**src/fpma_defs.svh**
```systemverilog
// Purpose: Constants for the program memory access block
// Assumes: 100 MHz core clock
// Notes: Offsets are SFR byte addresses
`ifndef FPMA_DEFS_SVH
`define FPMA_DEFS_SVH
`define FPMA_ADR_CTRL 12'h0FA6
`define FPMA_ADR_UNLOCK 12'h0FA7
`define FPMA_ADR_LATCH 12'h0FF5
`define FPMA_ADR_PTR_LO 12'h0FF6
`define FPMA_ADR_PTR_HI 12'h0FF7
`define FPMA_ADR_PTR_UP 12'h0FF8
`define FPMA_BIT_MSEL 7
`define FPMA_BIT_CSEL 6
`define FPMA_BIT_ERASE 4
`define FPMA_BIT_ERR 3
`define FPMA_BIT_PERMIT 2
`define FPMA_BIT_WR 1
`define FPMA_BIT_RD 0
`define FPMA_KEY_ONE 8'h55
`define FPMA_KEY_TWO 8'hAA
`define FPMA_NOP_WORD 16'h0000
`define FPMA_CLK_PERIOD_NS 10
`define FPMA_ERASE_TIME_US 2000
`define FPMA_ERASE_CYCLES (`FPMA_ERASE_TIME_US * 1000 / `FPMA_CLK_PERIOD_NS)
`define FPMA_PROG_CYCLES (`FPMA_ERASE_TIME_US * 1000 / `FPMA_CLK_PERIOD_NS)
`endif

```
**src/fpma_pkg.sv**
```systemverilog
// Purpose: Types for the program memory access block
// Assumes: Included constants header
// Notes: State is one packed struct
package fpma_pkg;
  typedef enum logic [1:0] {
    FPMA_IDLE = 2'b00,
    FPMA_PROG = 2'b01,
    FPMA_ERASE = 2'b10,
    FPMA_EEWR = 2'b11
  } fpma_state_t;
  typedef enum logic [1:0] {
    FPMA_PTR_KEEP = 2'b00,
    FPMA_PTR_POSTINC = 2'b01,
    FPMA_PTR_POSTDEC = 2'b10,
    FPMA_PTR_PREINC = 2'b11
  } fpma_ptr_mode_t;
  typedef struct packed {
    logic [11:0] addr;
    logic [7:0] wdata;
    logic wr;
    logic rd;
  } fpma_sfr_t;
  typedef struct packed {
    logic rd;
    logic wr;
    fpma_ptr_mode_t mode;
  } fpma_tbl_t;
  typedef struct packed {
    fpma_state_t state;
    logic [17:0] cnt;
    logic mem_sel;
    logic cfg_sel;
    logic erase_en;
    logic err;
    logic permit;
    logic wr_bit;
    logic [1:0] unlock;
    logic [21:0] ptr;
    logic [7:0] latch;
    logic [7:0][7:0] hold;
    logic rd_pend;
    logic rd_hi;
    logic [21:0] fl_addr;
    logic fl_prog;
    logic fl_erase;
    logic fl_cfg;
    logic halt;
    logic ee_read;
    logic ee_write;
    logic done_flag;
    logic [7:0] rdata;
    logic [15:0] fetch_word;
  } fpma_regs_t;
endpackage

```
**src/fpma_access.sv**
```systemverilog
// Purpose: Table read/write and self-timed erase/program control
// Assumes: Core drives SFR and table strobes synchronously, one cycle each
// Notes: ARST_N_IN is power-up reset; WARM_RESET_IN is pin or watchdog reset
`timescale 1ns/100ps
`include "fpma_defs.svh"

module fpma_access #(
  parameter int ERASE_CYCLES = `FPMA_ERASE_CYCLES,
  parameter int PROG_CYCLES = `FPMA_PROG_CYCLES
) (
  input wire logic CLOCK_IN,
  input wire logic ARST_N_IN,
  input wire logic WARM_RESET_IN,
  input wire fpma_pkg::fpma_sfr_t SFR_IN,
  input wire fpma_pkg::fpma_tbl_t TBL_IN,
  input wire logic [15:0] FLASH_RDATA_IN,
  input wire logic EE_DONE_IN,
  input wire logic FLAG_CLR_IN,
  input wire logic [15:0] FETCH_WORD_IN,
  input wire logic FETCH_LEGAL_IN,
  output logic [7:0] SFR_RDATA_OUT,
  output logic [21:0] FLASH_ADDR_OUT,
  output logic [63:0] FLASH_WDATA_OUT,
  output logic FLASH_PROG_OUT,
  output logic FLASH_ERASE_OUT,
  output logic CFG_ACCESS_OUT,
  output logic FETCH_HALT_OUT,
  output logic [15:0] FETCH_WORD_OUT,
  output logic EE_READ_OUT,
  output logic EE_WRITE_OUT,
  output logic WRITE_DONE_FLAG_OUT
);
  import fpma_pkg::*;

  localparam logic [17:0] ERASE_LEN = 18'(ERASE_CYCLES);
  localparam logic [17:0] PROG_LEN = 18'(PROG_CYCLES);

  fpma_regs_t r_reg;
  fpma_regs_t r_next;
  logic [21:0] ptr_inc;
  logic [21:0] ptr_dec;
  logic [21:0] ptr_eff;
  logic [7:0][7:0] hold_next;
  logic done_evt;

  // Only the low 21 bits step; bit 21 picks the configuration space
  assign ptr_inc = {r_reg.ptr[21], r_reg.ptr[20:0] + 21'h00_0001};
  assign ptr_dec = {r_reg.ptr[21], r_reg.ptr[20:0] - 21'h00_0001};
  assign ptr_eff = (TBL_IN.mode == FPMA_PTR_PREINC) ? ptr_inc : r_reg.ptr;
  assign done_evt = (r_reg.state != FPMA_IDLE) && (
    (r_reg.state == FPMA_EEWR) ? EE_DONE_IN : (r_reg.cnt == 18'h0_0001));

  genvar gi;
  generate
    for (gi = 0; gi < 8; gi++) begin : g_hold
      // Any byte address is legal; only the low three bits pick the entry
      always_comb begin
        hold_next[gi] = r_reg.hold[gi];
        if (TBL_IN.wr && !r_reg.halt && ptr_eff[2:0] == 3'(gi)) begin
          hold_next[gi] = r_reg.latch;
        end
      end
    end
  endgenerate

  always_comb begin
    r_next = r_reg;
    r_next.ee_read = 1'b0;
    r_next.hold = hold_next;
    r_next.rd_pend = 1'b0;
    // Invalid opcodes are replaced before the core sees them
    r_next.fetch_word = FETCH_LEGAL_IN ? FETCH_WORD_IN : `FPMA_NOP_WORD;
    if (r_reg.rd_pend) begin
      r_next.latch = r_reg.rd_hi ? FLASH_RDATA_IN[15:8] : FLASH_RDATA_IN[7:0];
    end
    if ((TBL_IN.rd || TBL_IN.wr) && !r_reg.halt) begin
      if (TBL_IN.rd) begin
        r_next.fl_addr = ptr_eff;
        r_next.rd_pend = 1'b1;
        r_next.rd_hi = ptr_eff[0];
      end
      case (TBL_IN.mode)
        FPMA_PTR_POSTINC: r_next.ptr = ptr_inc;
        FPMA_PTR_POSTDEC: r_next.ptr = ptr_dec;
        FPMA_PTR_PREINC: r_next.ptr = ptr_inc;
        default: r_next.ptr = r_reg.ptr;
      endcase
    end
    r_next.rdata = 8'h00;
    if (SFR_IN.rd) begin
      if (SFR_IN.addr == `FPMA_ADR_CTRL) begin
        r_next.rdata = {r_reg.mem_sel, r_reg.cfg_sel, 1'b0, r_reg.erase_en,
                        r_reg.err, r_reg.permit, r_reg.wr_bit, 1'b0};
      end else if (SFR_IN.addr == `FPMA_ADR_LATCH) begin
        r_next.rdata = r_reg.latch;
      end else if (SFR_IN.addr == `FPMA_ADR_PTR_LO) begin
        r_next.rdata = r_reg.ptr[7:0];
      end else if (SFR_IN.addr == `FPMA_ADR_PTR_HI) begin
        r_next.rdata = r_reg.ptr[15:8];
      end else if (SFR_IN.addr == `FPMA_ADR_PTR_UP) begin
        r_next.rdata = {2'b00, r_reg.ptr[21:16]};
      end else begin
        r_next.rdata = 8'h00;
      end
    end
    if (SFR_IN.wr) begin
      r_next.unlock = 2'd0;
      if (SFR_IN.addr == `FPMA_ADR_CTRL) begin
        r_next.mem_sel = SFR_IN.wdata[`FPMA_BIT_MSEL];
        r_next.cfg_sel = SFR_IN.wdata[`FPMA_BIT_CSEL];
        r_next.erase_en = SFR_IN.wdata[`FPMA_BIT_ERASE];
        r_next.err = SFR_IN.wdata[`FPMA_BIT_ERR];
        r_next.permit = SFR_IN.wdata[`FPMA_BIT_PERMIT];
        // Read start: one-cycle EEPROM read, never for program memory
        if (SFR_IN.wdata[`FPMA_BIT_RD] && !SFR_IN.wdata[`FPMA_BIT_MSEL]
            && !SFR_IN.wdata[`FPMA_BIT_CSEL]) begin
          r_next.ee_read = 1'b1;
        end
        // A start refused while idle leaves the write bit clear, so software can see it
        if (SFR_IN.wdata[`FPMA_BIT_WR] && r_reg.unlock == 2'd2 && r_reg.permit
            && r_reg.state == FPMA_IDLE) begin
          r_next.wr_bit = 1'b1;
          r_next.halt = 1'b1;
          if (SFR_IN.wdata[`FPMA_BIT_CSEL] || SFR_IN.wdata[`FPMA_BIT_MSEL]) begin
            r_next.fl_cfg = SFR_IN.wdata[`FPMA_BIT_CSEL];
            if (SFR_IN.wdata[`FPMA_BIT_ERASE]) begin
              r_next.state = FPMA_ERASE;
              r_next.fl_erase = 1'b1;
              r_next.cnt = ERASE_LEN;
              r_next.fl_addr = {r_reg.ptr[21:6], 6'h00};
            end else begin
              r_next.state = FPMA_PROG;
              r_next.fl_prog = 1'b1;
              r_next.cnt = PROG_LEN;
              r_next.fl_addr = {r_reg.ptr[21:3], 3'h0};
            end
          end else begin
            r_next.state = FPMA_EEWR;
            r_next.ee_write = 1'b1;
            r_next.halt = 1'b0;
          end
        end
      end else if (SFR_IN.addr == `FPMA_ADR_UNLOCK) begin
        if (SFR_IN.wdata == `FPMA_KEY_ONE) begin
          r_next.unlock = 2'd1;
        end else if (SFR_IN.wdata == `FPMA_KEY_TWO && r_reg.unlock == 2'd1) begin
          r_next.unlock = 2'd2;
        end
      end else if (SFR_IN.addr == `FPMA_ADR_LATCH) begin
        r_next.latch = SFR_IN.wdata;
      end else if (SFR_IN.addr == `FPMA_ADR_PTR_LO) begin
        r_next.ptr[7:0] = SFR_IN.wdata;
      end else if (SFR_IN.addr == `FPMA_ADR_PTR_HI) begin
        r_next.ptr[15:8] = SFR_IN.wdata;
      end else if (SFR_IN.addr == `FPMA_ADR_PTR_UP) begin
        r_next.ptr[21:16] = SFR_IN.wdata[5:0];
      end
    end
    // Busy state: the hardware bit overrides whatever software wrote
    if (r_reg.state != FPMA_IDLE) begin
      r_next.wr_bit = 1'b1;
      r_next.cnt = r_reg.cnt - 18'h0_0001;
      if (done_evt) begin
        r_next.state = FPMA_IDLE;
        r_next.wr_bit = 1'b0;
        r_next.halt = 1'b0;
        r_next.fl_prog = 1'b0;
        r_next.fl_erase = 1'b0;
        r_next.ee_write = 1'b0;
        if (r_reg.state == FPMA_ERASE) begin
          r_next.erase_en = 1'b0;
        end
      end
    end else if (!r_next.wr_bit) begin
      r_next.wr_bit = 1'b0;
    end
    // Set wins over a clear in the same cycle
    r_next.done_flag = (r_reg.done_flag && !FLAG_CLR_IN) || done_evt;
    if (WARM_RESET_IN) begin
      // Selects survive so software can trace the failed access
      r_next.err = r_reg.err || (r_reg.state != FPMA_IDLE);
      r_next.state = FPMA_IDLE;
      r_next.wr_bit = 1'b0;
      r_next.halt = 1'b0;
      r_next.fl_prog = 1'b0;
      r_next.fl_erase = 1'b0;
      r_next.ee_write = 1'b0;
      r_next.ee_read = 1'b0;
      r_next.permit = 1'b0;
      r_next.unlock = 2'd0;
      r_next.erase_en = 1'b0;
      r_next.ptr = 22'h00_0000;
    end
  end

  always_ff @(posedge CLOCK_IN or negedge ARST_N_IN) begin
    if (!ARST_N_IN) begin
      r_reg <= '0;
    end else begin
      r_reg <= r_next;
    end
  end

  assign SFR_RDATA_OUT = r_reg.rdata;
  assign FLASH_ADDR_OUT = r_reg.fl_addr;
  assign FLASH_WDATA_OUT = r_reg.hold;
  assign FLASH_PROG_OUT = r_reg.fl_prog;
  assign FLASH_ERASE_OUT = r_reg.fl_erase;
  assign CFG_ACCESS_OUT = r_reg.fl_cfg;
  assign FETCH_HALT_OUT = r_reg.halt;
  assign FETCH_WORD_OUT = r_reg.fetch_word;
  assign EE_READ_OUT = r_reg.ee_read;
  assign EE_WRITE_OUT = r_reg.ee_write;
  assign WRITE_DONE_FLAG_OUT = r_reg.done_flag;
endmodule

```
**config.mk**
```make
export PLATFORM = sky130hd
export DESIGN_NAME = fpma_access
export DESIGN_NICKNAME = d
export VERILOG_FILES = /design/src/fpma_pkg.sv /design/src/fpma_access.sv
export VERILOG_INCLUDE_DIRS = /design/src
export SDC_FILE = /design/constraint.sdc
export NUM_CORES = 1
export LEC_CHECK = 0
export BUFFER_PORTS_ARGS = -buffer_cell sky130_fd_sc_hd__buf_2
export CORE_MARGIN = 4
export CORE_UTILIZATION = 34
export CTS_CLUSTER_SIZE = 24
export DETAILED_ROUTE_END_ITERATION = 16
export PLACE_DENSITY = 0.54
export SLEW_MARGIN = 20
export SYNTH_ARGS = -nofsm -noshare
export SYNTH_HDL_FRONTEND = slang
export SYNTH_SLANG_ARGS = --single-unit
```
**constraint.sdc**
```tcl
create_clock -name CLOCK_IN -period 3.5 [get_ports CLOCK_IN]
set_clock_uncertainty 0.2 [all_clocks]
set_input_delay 0.7 -clock CLOCK_IN [delete_from_list [all_inputs] [get_ports CLOCK_IN]]
set_output_delay 0.7 -clock CLOCK_IN [all_outputs]
set_load 0.005 [all_outputs]
```
# Yosys cells after proc, flatten, opt, wreduce, memory -nomap -nowiden
# Index checks and enable logic that the tools add are counted.
# totals
reg_bits	177
input_bits	64
out_inout_bits	117
# classes
addsub	3
eq_ne	23
muxes	63
n_reduce_logical	41
# op_table
cell	n
28-bit 2-to-1 mux	3
8-bit 2-to-1 mux	10
12-bit equality test (second input constant)	6
20-bit 2-to-1 mux	3
58-bit 2-to-1 mux	1
26-bit 2-to-1 mux	2
24-bit 2-to-1 mux	2
21-bit 2-to-1 mux	2
21-bit one-hot mux with 2 select lines	1
32-bit 2-to-1 mux	1
30-bit 2-to-1 mux	1
25-bit 2-to-1 mux	1
6-bit 2-to-1 mux	4
22-bit 2-to-1 mux	1
21-bit by 1-bit adder with 21-bit output (second input constant)	1
21-bit by 1-bit subtractor with 21-bit output (second input constant)	1
18-bit by 1-bit equality test with 1-bit output (second input constant)	1
1-bit logical AND	18
1-bit 2-to-1 mux	18
18-bit 2-to-1 mux	1
2-bit 2-to-1 mux	9
18-bit by 1-bit subtractor with 18-bit output (second input constant)	1
16-bit 2-to-1 mux	1
14-bit 2-to-1 mux	1
16 further kinds	40

# Longest topological paths before layout
# Gate-level depths: netlist of run 1.
# depth
ltp_word	15
mapped_depth	8
depth_no_buf	7

# Least setup slack after synthesis of run 1
# No wires, ideal clock.
# synth_path
path_type	input-to-reg
start	input port SFR_IN[1] (netlist name)
end	register r_reg[172] (netlist name)
setup_time_ps	136
t_arrival_ps	2483
required_ps	3164
slack_ps	681
path_stages	8
n_path_buf	3
cell_sequence	buf_2 or3b_1 or4_4 or4_1 buf_2 buf_4 o311ai_1 o41ai_1
# synth_via
elab_chain_len	2
# synth_rtl
item	line_no	text
start, declared	fpma_access.sv:14	input wire fpma_pkg::fpma_sfr_t SFR_IN,
2-bit nonzero test (no line)	-	
4-bit AND reduction (no line)	-	
end signal, assigned	fpma_access.sv:200	r_reg <= r_next;
end, declared	fpma_access.sv:38	fpma_regs_t r_reg;
# Every way passes these cells.
# A chain may end at the register's enable or synchronous reset.

==> flow_metrics.tcl, run 1 <==
set metrics [dict create \
    grt_first_pass_wirelength_um 45700 \
    cts_inserted_buffers 17 \
    layout.filler_cells 2922 \
    numPlacedInstances 1448 \
    clk_transition_reported_paths_ps 80 \
    leading_cell_type_in_the_layout_fill_and_taps_excluded "sky130_fd_sc_hd__buf_2" \
    sequential_cell_area_mm2 0.00443 \
    cts_setup_buffers 0 \
    timing.critical_path.from "r_reg[128]$_DFF_PN0_" \
    yosys_register_bits 177 \
    rows 62 \
    timing.critical_path.to_type "register" \
    yosys.cell_types.count 73 \
    num_vias 8051 \
    die_area_mm2 0.0320 \
    global_route.usage.total 0.184 \
    hold_bufs_inserted_after_cts 0 \
    ys_seq_area_frac 0.446 \
    grt_setup_unrepaired "false" \
    fp.coreArea_mm2 0.0288 \
    routed_wire_length_per_instance_um 20.2 \
    worst-path-max-fanout 5 \
    clock_sinks 177 \
    areaGrowthSynthToFinish_pct 11.9 \
    commonest_cells_after_routing_fill_and_taps_aside "sky130_fd_sc_hd__buf_2, sky130_fd_sc_hd__dfrtp_1, sky130_fd_sc_hd__mux2_2" \
    crit_chain "inv_1 > ha_1 > or3b_2 > or4_4 > nor4_2 > o211ai_1 > a32o_1" \
    worst_ep_required_time_ps 3620 \
    setup_viol_count_final 0 \
    number_of_non_filler_instances_in_the_completed_layout 1480 \
    multi_input_area_mm2 0.00434 \
    power_density_mw_per_mm2 550 \
    psw_uw 1950 \
    final-max-slew-violation-count 0 \
    netlist_area_mm2 0.00994 \
    diodes 0 \
    outcome "finished, final reports clean" \
    drc 0 \
    overflow 0 \
    mappedNetlistNets 1095 \
    master_cell_of_the_clock_root_buffer "sky130_fd_sc_hd__clkbuf_16" \
    initial_antenna_violation_count 0 \
    totalNegativeSetupSlack_ps 0 \
    nets 1151 \
    postRouteWirelength_um 29900 \
    ios 181 \
    via_count_of_the_first_global_routing_pass 7650 \
    first_iter_violations 754 \
    internal_power_of_the_cells_uw 4180 \
    post_cts_resize_count 0 \
    cell_count_after_synthesis 1027 \
    post-route-period-util 0.840 \
    number_of_flops_mapped_to_enable_cells_by_yosys 0 \
    postSynthAreaPerCell_um2 9.68 \
    slowest_stage "sky130_fd_sc_hd__or4_4" \
    worst_ir_drop_vdd_v 0.000311 \
    die_w_um 179 \
    clock.fmax_ghz 0.340 \
    synth_warnings 0 \
    cts_htree_levels 4 \
    slew_headroom 0.525 \
    cp_slowest_stage_delay_ps 600 \
    async_reset_ff_frac 1.00 \
    arrival_ps 3060 \
    start_kind "register" \
    combinationalPowerShare 0.229 \
    drt_antenna_net_count 0 \
    firstDrtPassIters 5 \
    ctsLongestPathBuffers 2 \
    clkLatencyLatePin_ps 430 \
    reg2reg_from "r_reg[128]$_DFF_PN0_" \
    cellLeakagePower_uw 0.00496 \
    yosys_most_used_dff "sky130_fd_sc_hd__dfrtp_1" \
    maxCapViolations 0 \
    die_h_um 179 \
    port_buffers 180 \
    post-dp-hpwl_um 21700 \
    seq_power_share 0.455 \
    routed_via_density 5.44 \
    largest_register_ff_count 64 \
    final_layout_size_suffix_gt1_frac 0.310 \
    place_congestion 0.909 \
    timing_worst_slew_pin_value_ps 707 \
    grt_start_max_net_pins 76 \
    hold_viol 0 \
    power.clock.fraction 0.317 \
    tritoncts "built" \
    final_critical_delay_including_setup_and_external_delays_ps 2940 \
    timing_worst_setup_path_type "register to register" \
    swShare 0.318 \
    floorplan.initialDensity 0.345 \
    hold_path_class "input pin to asynchronous set/reset pin" \
]
==> final cells by class <==
class	instances	share of cell area
sequential	177	0.398
clock inverter	15	0.0150
tap	384	0.0432
clock buffer	17	0.0382
multi-input combinational	653	0.390
inverter	15	0.00506
timing repair buffer	219	0.110
==> power by group through the flow <==
stage	registers, uW	clock network, uW	logic [uW]
after floorplan	2660	0	1350
after global placement	2810	0	1400
after detailed placement	2830	0	1420
after CTS	2790	1990	1420
after global routing	2840	2070	1560
final	2780	1940	1400
==> cell families after synthesis <==
family                   count (synthesis)  share of synthesized area
AO/OA/AOI/OAI                          219                      0.144
XOR/XNOR                                12                     0.0106
adder cells (fa/ha/maj)                  4                    0.00503
buffers and inverters                  197                      0.119
flip-flops                             177                      0.446
multiplexers                            81                     0.0901
AND/OR/NAND/NOR                        337                      0.185
==> worst max-delay path, delay by kind of cell (launching register included) <==
| family | cells | cell delay [ps] |
|---|---|---|
| adders and majority gates | 1 | 230 |
| and+or+nand+nor | 3 | 1360 |
| buffers and inverters | 1 | 200 |
| AOI/OAI and AO/OA | 2 | 460 |
| DFF | 1 | 380 |
==> per-stage QoR <==
step	area, um^2	util	total power, uW	worst slack [ps]	hold WS [ps]
floorplan	9940	-	4010	681	204
global placement	10500	0.366	4220	487	253
detailed placement	10500	0.366	4250	423	255
CTS	11100	0.387	6200	572	87.7
global route	11100	0.387	6470	476	117
finish	11100	0.387	6120	561	69.3
==> cell usage after synthesis, types with 4 or more instances <==
master | count | area [um^2]
sky130_fd_sc_hd__nand2b_1 | 5 | 31.3
sky130_fd_sc_hd__or3_1 | 14 | 87.6
sky130_fd_sc_hd__a221oi_1 | 4 | 35.0
sky130_fd_sc_hd__buf_2 | 7 | 35.0
sky130_fd_sc_hd__nand2_1 | 65 | 244
sky130_fd_sc_hd__nor2b_1 | 5 | 31.3
sky130_fd_sc_hd__ha_1 | 4 | 50.1
sky130_fd_sc_hd__xnor2_1 | 9 | 78.8
sky130_fd_sc_hd__mux2_2 | 68 | 766
sky130_fd_sc_hd__clkbuf_1 | 53 | 199
sky130_fd_sc_hd__buf_1 | 8 | 30.0
sky130_fd_sc_hd__and4_1 | 4 | 35.0
sky130_fd_sc_hd__a21o_1 | 8 | 60.1
sky130_fd_sc_hd__nand4_1 | 26 | 163
sky130_fd_sc_hd__mux2i_1 | 13 | 130
sky130_fd_sc_hd__nand4b_1 | 5 | 43.8
sky130_fd_sc_hd__nor3b_1 | 4 | 30.0
sky130_fd_sc_hd__or4_1 | 11 | 82.6
sky130_fd_sc_hd__a211oi_1 | 10 | 75.1
sky130_fd_sc_hd__nand3b_1 | 7 | 52.6
sky130_fd_sc_hd__o31ai_1 | 4 | 30.0
sky130_fd_sc_hd__nor4_1 | 14 | 87.6
sky130_fd_sc_hd__inv_1 | 15 | 56.3
sky130_fd_sc_hd__o32ai_1 | 4 | 35.0
sky130_fd_sc_hd__nor2_1 | 59 | 221
sky130_fd_sc_hd__o211ai_1 | 7 | 52.6
sky130_fd_sc_hd__a22oi_1 | 4 | 30.0
sky130_fd_sc_hd__o22a_1 | 4 | 35.0
sky130_fd_sc_hd__a31oi_1 | 10 | 62.6
sky130_fd_sc_hd__a311oi_1 | 5 | 43.8
sky130_fd_sc_hd__a31o_2 | 6 | 52.6
sky130_fd_sc_hd__dfrtp_1 | 177 | 4430
sky130_fd_sc_hd__buf_4 | 111 | 833
sky130_fd_sc_hd__o21ai_0 | 44 | 220
sky130_fd_sc_hd__o22ai_1 | 9 | 56.3
sky130_fd_sc_hd__and3_1 | 12 | 75.1
sky130_fd_sc_hd__a21oi_1 | 62 | 310
sky130_fd_sc_hd__and2_1 | 19 | 119
sky130_fd_sc_hd__nand3_1 | 33 | 165
sky130_fd_sc_hd__nor3_1 | 32 | 160
sky130_fd_sc_hd__or2_2 | 4 | 25.0
sky130_fd_sc_hd__a211o_1 | 4 | 35.0
==> per-layer routing <==
layer | track usage | vias up | share of wire
li1 | - | 3752 | -
met1 | 0.260 | 3924 | 0.45
met2 | 0.283 | 323 | 0.45
met3 | 0.0432 | 52 | 0.073
met4 | 0.0489 | 0 | 0.020
met5 | 0 | - | 0
==> worst paths after layout <==
| kind | to | slack [ps] | cells after the start |
|---|---|---|---|
| setup / recovery | r_reg[145]$_DFF_PN0_ | 560 | 7 |
| hold / removal | FLASH_ADDR_OUT[18]$_DFF_PN0_ | 70 | 1 |
| setup reg to reg | r_reg[145]$_DFF_PN0_ | 560 | 7 |
| hold reg to reg | CFG_ACCESS_OUT$_DFFE_PN0P_ | 270 | 2 |
| max in group asynchronous | FLASH_WDATA_OUT[2]$_DFFE_PN0P_ | 2100 | 2 |
| min in group CLOCK_IN | WRITE_DONE_FLAG_OUT$_DFF_PN0_ | 240 | 2 |
(Power assumes the default switching activity.)
==> run 2: changes to the inputs <==
==> constraint.sdc (replaced) <==
create_clock -name CLOCK_IN -period 2.8 [get_ports CLOCK_IN]
set_clock_uncertainty 0.2 [all_clocks]
set_input_delay 0.56 -clock CLOCK_IN [delete_from_list [all_inputs] [get_ports CLOCK_IN]]
set_output_delay 0.56 -clock CLOCK_IN [all_outputs]
set_load 0.005 [all_outputs]
==> run 2 against run 1 <==
Net effect:
- wire length down 0.52%
- fmax is 12% higher
- clock power increased by 26%
- sequential power is 24% higher
- critical endpoint is now r_reg[135]$_DFF_PN0_
- count of clock-buffer cells in the layout is the same
- first-iteration DRC count down 22%
- hold slack improved by 31 ps
- register-to-register slack lost 390 ps
==> flow_metrics.tcl, run 2 (synthesized netlist as in run 1, its figures left out) <==
set metrics [dict create \
    outcome "finished, final reports clean" \
    initial_antenna_violation_count 0 \
    worst-path-max-fanout 3 \
    reg2reg_from "r_reg[127]$_DFF_PN0_" \
    clkLatencyLatePin_ps 430 \
    die_area_mm2 0.0320 \
    die_h_um 179 \
    worst_slack_ps 169 \
    pre_cts_ws_ps -18.1 \
    arrival_ps 2770 \
    hold_start "FLAG_CLR_IN" \
    timing.critical_path.to_type "register" \
    nets 1184 \
    start_kind "register" \
    drt_antenna_net_count 0 \
    grt_start_max_net_pins 71 \
    numPlacedInstances 1480 \
    post-route-period-util 0.940 \
    layout.filler_cells 2902 \
    areaGrowthSynthToFinish_pct 14.7 \
    sequential_cell_area_mm2 0.00443 \
    largest_register_ff_count 64 \
    cts_htree_levels 4 \
    num_vias 8108 \
    commonest_cells_after_routing_fill_and_taps_aside "sky130_fd_sc_hd__buf_2, sky130_fd_sc_hd__dfrtp_1, sky130_fd_sc_hd__mux2_2" \
    master_cell_of_the_clock_root_buffer "sky130_fd_sc_hd__clkbuf_16" \
    grt_first_pass_wirelength_um 46100 \
    post-dp-hpwl_um 22200 \
    hold_path_class "input pin to register" \
    final-max-slew-violation-count 0 \
    die_w_um 179 \
    rows 62 \
    maxCapViolations 0 \
    clock.fmax_ghz 0.380 \
    first_iter_violations 590 \
    setup_viol_count_final 0 \
    whs_ps 100 \
    overflow 0 \
    slew_headroom 0.535 \
    floorplan.initialDensity 0.345 \
    routed_wire_length_per_instance_um 19.7 \
    cts_setup_buffers 0 \
    number_of_non_filler_instances_in_the_completed_layout 1513 \
    cellLeakagePower_uw 0.00513 \
    global_route.usage.total 0.185 \
    hold_viol 0 \
    routed_via_density 5.36 \
    power.total_uw 7730 \
    ios 181 \
    cts_inserted_buffers 17 \
    via_count_of_the_first_global_routing_pass 7925 \
    clk_transition_reported_paths_ps 70 \
    worst_ir_drop_vdd_v 0.000336 \
    timing_worst_slew_pin_value_ps 691 \
    firstDrtPassIters 5 \
    ctsLongestPathBuffers 2 \
    final_critical_delay_including_setup_and_external_delays_ps 2630 \
    drc 0 \
    leading_cell_type_in_the_layout_fill_and_taps_excluded "sky130_fd_sc_hd__buf_2" \
    port_buffers 180 \
    postRouteWirelength_um 29800 \
    power_density_mw_per_mm2 678 \
    post_cts_resize_count 0 \
    diodes 0 \
    multi_input_area_mm2 0.00434 \
    final_layout_size_suffix_gt1_frac 0.329 \
    timing_worst_setup_path_type "register to register" \
    worst_ep_required_time_ps 2940 \
    timing.critical_path.from "r_reg[127]$_DFF_PN0_" \
    place_congestion 0.944 \
    grt_setup_unrepaired "false" \
    fp.coreArea_mm2 0.0288 \
    tritoncts "built" \
    clock_sinks 177 \
]
==> run 2: cell count changes in the layout (fill, tap and decap cells not counted) <==
cell                            delta
sky130_fd_sc_hd__buf_12            +2
sky130_fd_sc_hd__buf_4            +30
sky130_fd_sc_hd__bufinv_16         +1
sky130_fd_sc_hd__clkinv_2          +1
sky130_fd_sc_hd__clkinv_4          -3
sky130_fd_sc_hd__clkinv_8          -1
sky130_fd_sc_hd__clkinvlp_4        +1
sky130_fd_sc_hd__dlygate4sd3_1     +1
sky130_fd_sc_hd__inv_6             +3
sky130_fd_sc_hd__inv_8             -2
==> run 2: worst max-delay path: stages, from the launching register on <==
cell and delay [ps]:
sky130_fd_sc_hd__dfrtp_1 380, sky130_fd_sc_hd__inv_1 80, sky130_fd_sc_hd__ha_1 180, sky130_fd_sc_hd__or3b_2 480
sky130_fd_sc_hd__buf_4 160, sky130_fd_sc_hd__nor3_1 360, sky130_fd_sc_hd__a22oi_1 200, sky130_fd_sc_hd__or4_1 430
sky130_fd_sc_hd__o211ai_1 90
==> run 2: repair_timing <==
| action | in CTS | in global routing |
|---|---|---|
| hold endpoints to repair | 23 | 0 |
| hold buffers | 1 | 0 |
| setup endpoints to repair | 0 | 0 |
==> run 2: power by group <==
part           total, uW  internal (uW)  leakage, uW  switching (uW)
combinational       1830            979      0.00264             855
sequential          3450           3080      0.00221             364
clock               2450           1270     0.000284            1170
total               7730           5340      0.00513            2390
==> run 2: area by class of cell <==
cell class / instances / share of cell area
Clock inverter: 15 / 0.0149
Multi-Input combinational cell: 653 / 0.381
Inverter: 15 / 0.00494
Timing Repair Buffer: 252 / 0.132
Tap cell: 384 / 0.0421
Sequential cell: 177 / 0.388
Clock buffer: 17 / 0.0373
==> run 2: metal layers <==
metal	part of all wire	GRT usage	vias up
met3	0.059	0.0439	36
met1	0.46	0.257	3995
met4	0.015	0.0480	0
met5	0	0	-
li1	-	-	3806
met2	0.47	0.292	271
==> run 2: worst paths after layout <==
kind / cells after the start / slack (ps) / endpoint
setup reg to reg: 8 / 170 / r_reg[135]$_DFF_PN0_
hold reg to reg: 2 / 270 / r_reg[155]$_DFFE_PN0P_
hold / removal: 2 / 100 / WRITE_DONE_FLAG_OUT$_DFF_PN0_
min in group asynchronous: 2 / 370 / FLASH_ADDR_OUT[10]$_DFF_PN0_
max in group asynchronous: 3 / 1320 / SFR_RDATA_OUT[6]$_DFF_PN0_
setup / recovery: 8 / 170 / r_reg[135]$_DFF_PN0_
==> run 2: through the flow <==
stage	util	TNS (ps)	area (um^2)
after floorplan	-	0	9940
after global placement	0.375	0	10800
after detailed placement	0.375	-47.4	10800
after CTS	0.396	0	11400
after global routing	0.396	0	11400
final	0.396	0	11400
==> run 3: changes to the inputs <==
--- a/config.mk
+++ b/config.mk
@@ -12,7 +12,6 @@
 export CTS_CLUSTER_SIZE = 24
 export DETAILED_ROUTE_END_ITERATION = 16
 export PLACE_DENSITY = 0.54
-export SLEW_MARGIN = 20
 export SYNTH_ARGS = -nofsm -noshare
 export SYNTH_HDL_FRONTEND = slang
 export SYNTH_SLANG_ARGS = --single-unit
==> constraint.sdc (replaced) <==
create_clock -name CLOCK_IN -period 2.6 [get_ports CLOCK_IN]
set_clock_uncertainty 0.2 [all_clocks]
set_input_delay 0.52 -clock CLOCK_IN [delete_from_list [all_inputs] [get_ports CLOCK_IN]]
set_output_delay 0.52 -clock CLOCK_IN [all_outputs]
set_load 0.005 [all_outputs]
==> run 3 against run 2 <==
Net effect:
- non-clock buffer count increased by 13
- first-iteration DRC count is 47% higher
- fmax rose by 4.4%
- total power increased by 8.5%
- flip-flop and latch count stayed put
- sequential power is 7.2% higher
==> flow_metrics.tcl, run 3 (synthesized netlist as in run 1, its figures left out) <==
set metrics [dict create \
    die_h_um 179 \
    combinationalPowerShare 0.243 \
    leading_cell_type_in_the_layout_fill_and_taps_excluded "sky130_fd_sc_hd__buf_2" \
    routed_via_density 5.41 \
    outcome "finished, final reports clean" \
    start_kind "register" \
    crit_chain "inv_2 > ha_4 > or3b_4 > or4_4 > nor4_4 > o211ai_1 > a32o_2" \
    numPlacedInstances 1493 \
    master_cell_of_the_clock_root_buffer "sky130_fd_sc_hd__clkbuf_16" \
    timing.critical_path.to_type "register" \
    grt_first_pass_wirelength_um 46200 \
    via_count_of_the_first_global_routing_pass 7919 \
    firstDrtPassIters 7 \
    clock_sinks 177 \
    postRouteWirelength_um 29800 \
    areaGrowthSynthToFinish_pct 16.3 \
    family_of_cells_with_the_greatest_summed_delay_on_the_critical_path "simple AND/OR/NAND/NOR gates" \
    number_of_non_filler_instances_in_the_completed_layout 1526 \
    drc 0 \
    clk_transition_reported_paths_ps 80 \
    maxCapViolations 0 \
    num_vias 8261 \
    clock.fmax_ghz 0.397 \
    post-route-period-util 0.969 \
    post-dp-hpwl_um 22000 \
    end_point_of_the_critical_path "r_reg[145]$_DFF_PN0_" \
    whs_ps 37.3 \
    clkLatencyLatePin_ps 450 \
    overflow 0 \
    worst_ir_drop_vdd_v 0.000377 \
    worst_r2r_endpoint "r_reg[145]$_DFF_PN0_" \
    hold_path_class "input pin to register" \
    floorplan.initialDensity 0.345 \
    hold_viol 0 \
    slowest_stage "sky130_fd_sc_hd__or4_4" \
    commonest_cells_after_routing_fill_and_taps_aside "sky130_fd_sc_hd__buf_2, sky130_fd_sc_hd__dfrtp_1, sky130_fd_sc_hd__buf_4" \
    internal_power_of_the_cells_uw 5730 \
    grt_start_max_net_pins 111 \
    routed_wire_length_per_instance_um 19.5 \
    reg2reg_from "r_reg[127]$_DFF_PN0_" \
    final_layout_size_suffix_gt1_frac 0.345 \
    global_route.usage.total 0.186 \
    nets 1197 \
    timing_worst_setup_path_type "register to register" \
    timing.critical_path.depth 7 \
    tritoncts "built" \
    cts_htree_levels 4 \
    timing.critical_path.from "r_reg[127]$_DFF_PN0_" \
    cp_slowest_stage_delay_ps 520 \
    cellLeakagePower_uw 0.00523 \
    psw_uw 2660 \
    ctsLongestPathBuffers 2 \
    fp.coreArea_mm2 0.0288 \
    ff2ff_setup_slack_ps 80 \
    first_iter_violations 869 \
    cts_inserted_buffers 17 \
    port_buffers 180 \
    diodes 0 \
    place_congestion 0.937 \
    ios 181 \
    swShare 0.317 \
    initial_antenna_violation_count 1 \
    drt_antenna_net_count 0 \
    r2r.worst_path.cells 7 \
    final-max-slew-violation-count 0 \
    worst-path-max-fanout 2 \
    setup_viol_count_final 0 \
    rows 62 \
    seq_power_share 0.441 \
    worst_ep_required_time_ps 2730 \
    timing_worst_slew_pin_value_ps 745 \
    largest_register_ff_count 64 \
    die_w_um 179 \
    final_critical_delay_including_setup_and_external_delays_ps 2520 \
    critPathBufInv 1 \
    power.clock.fraction 0.316 \
    slew_headroom 0.499 \
    arrival_ps 2650 \
    die_area_mm2 0.0320 \
    grt_setup_unrepaired "true" \
    power_density_mw_per_mm2 725 \
]
run 3: cell count changes in the layout (fill, tap and decap cells not counted), moves of 2 or more:
| cell | change |
|---|---|
| sky130_fd_sc_hd__inv_1 | -2 |
| sky130_fd_sc_hd__clkinvlp_4 | -2 |
| sky130_fd_sc_hd__inv_8 | +2 |
| sky130_fd_sc_hd__buf_4 | +12 |
| sky130_fd_sc_hd__nand2_2 | +2 |
| sky130_fd_sc_hd__inv_2 | +2 |
| sky130_fd_sc_hd__nand2_1 | -2 |
run 3: worst min path at each step:
stage / startpoint / end / slack, ps / cells past startpoint
after detailed placement: CFG_ACCESS_OUT$_DFFE_PN0P_ / CFG_ACCESS_OUT$_DFFE_PN0P_ / 260 / 2
after CTS: FLAG_CLR_IN / WRITE_DONE_FLAG_OUT$_DFF_PN0_ / 20 / 2
after global routing: FLAG_CLR_IN / WRITE_DONE_FLAG_OUT$_DFF_PN0_ / 40 / 2
final: FLAG_CLR_IN / WRITE_DONE_FLAG_OUT$_DFF_PN0_ / 40 / 2
after global placement: CFG_ACCESS_OUT$_DFFE_PN0P_ / CFG_ACCESS_OUT$_DFFE_PN0P_ / 250 / 2
after floorplan: ARST_N_IN / CFG_ACCESS_OUT$_DFFE_PN0P_ / 20 / 0
run 3: per-layer routing:
layer	vias up	global-route usage	share of wire
li1	3845	-	-
met1	4024	0.261	0.45
met2	345	0.288	0.46
met3	45	0.0413	0.073
met4	2	0.0576	0.020
met5	-	0	0.00037
run 3: power groups by stage:
stage,combinational (uW),sequential [uW],clock (uW)
after global routing,2250,3780,2830
final,2030,3700,2650
after detailed placement,2040,3770,0
after global placement,2010,3750,0
after CTS,2050,3710,2720
after floorplan,1830,3580,0
run 3: repair_timing:
item,in CTS,in global routing
pin swaps,0,4
buffers inserted,0,0
gates resized for setup,1,9
endpoints found under the hold margin,78,0
gates cloned,0,0
endpoints found under the setup margin,1,41
hold buffers,1,0
run 3: cell type report:
class	count	area, um^2
well taps	384	480
clock buffers	18	439
repair buffers	265	1610
inverters	15	56.3
fillers	2931	17200
multi-input cells	653	4390
clock inverters	14	159
flip-flops and latches	177	4430
run 3: metrics by stage:
stage	setup TNS, ps	utilization	cell area [um^2]	worst slack (ps)	total power (uW)
floorplan	-13.0	-	9950	-13.0	5410
global placement	-407	0.379	10900	-47.0	5760
detailed placement	-807	0.379	10900	-73.6	5800
CTS	0	0.400	11500	3.62	8480
global route	-359	0.402	11600	-33.6	8870
finish	0	0.402	11600	80.6	8390
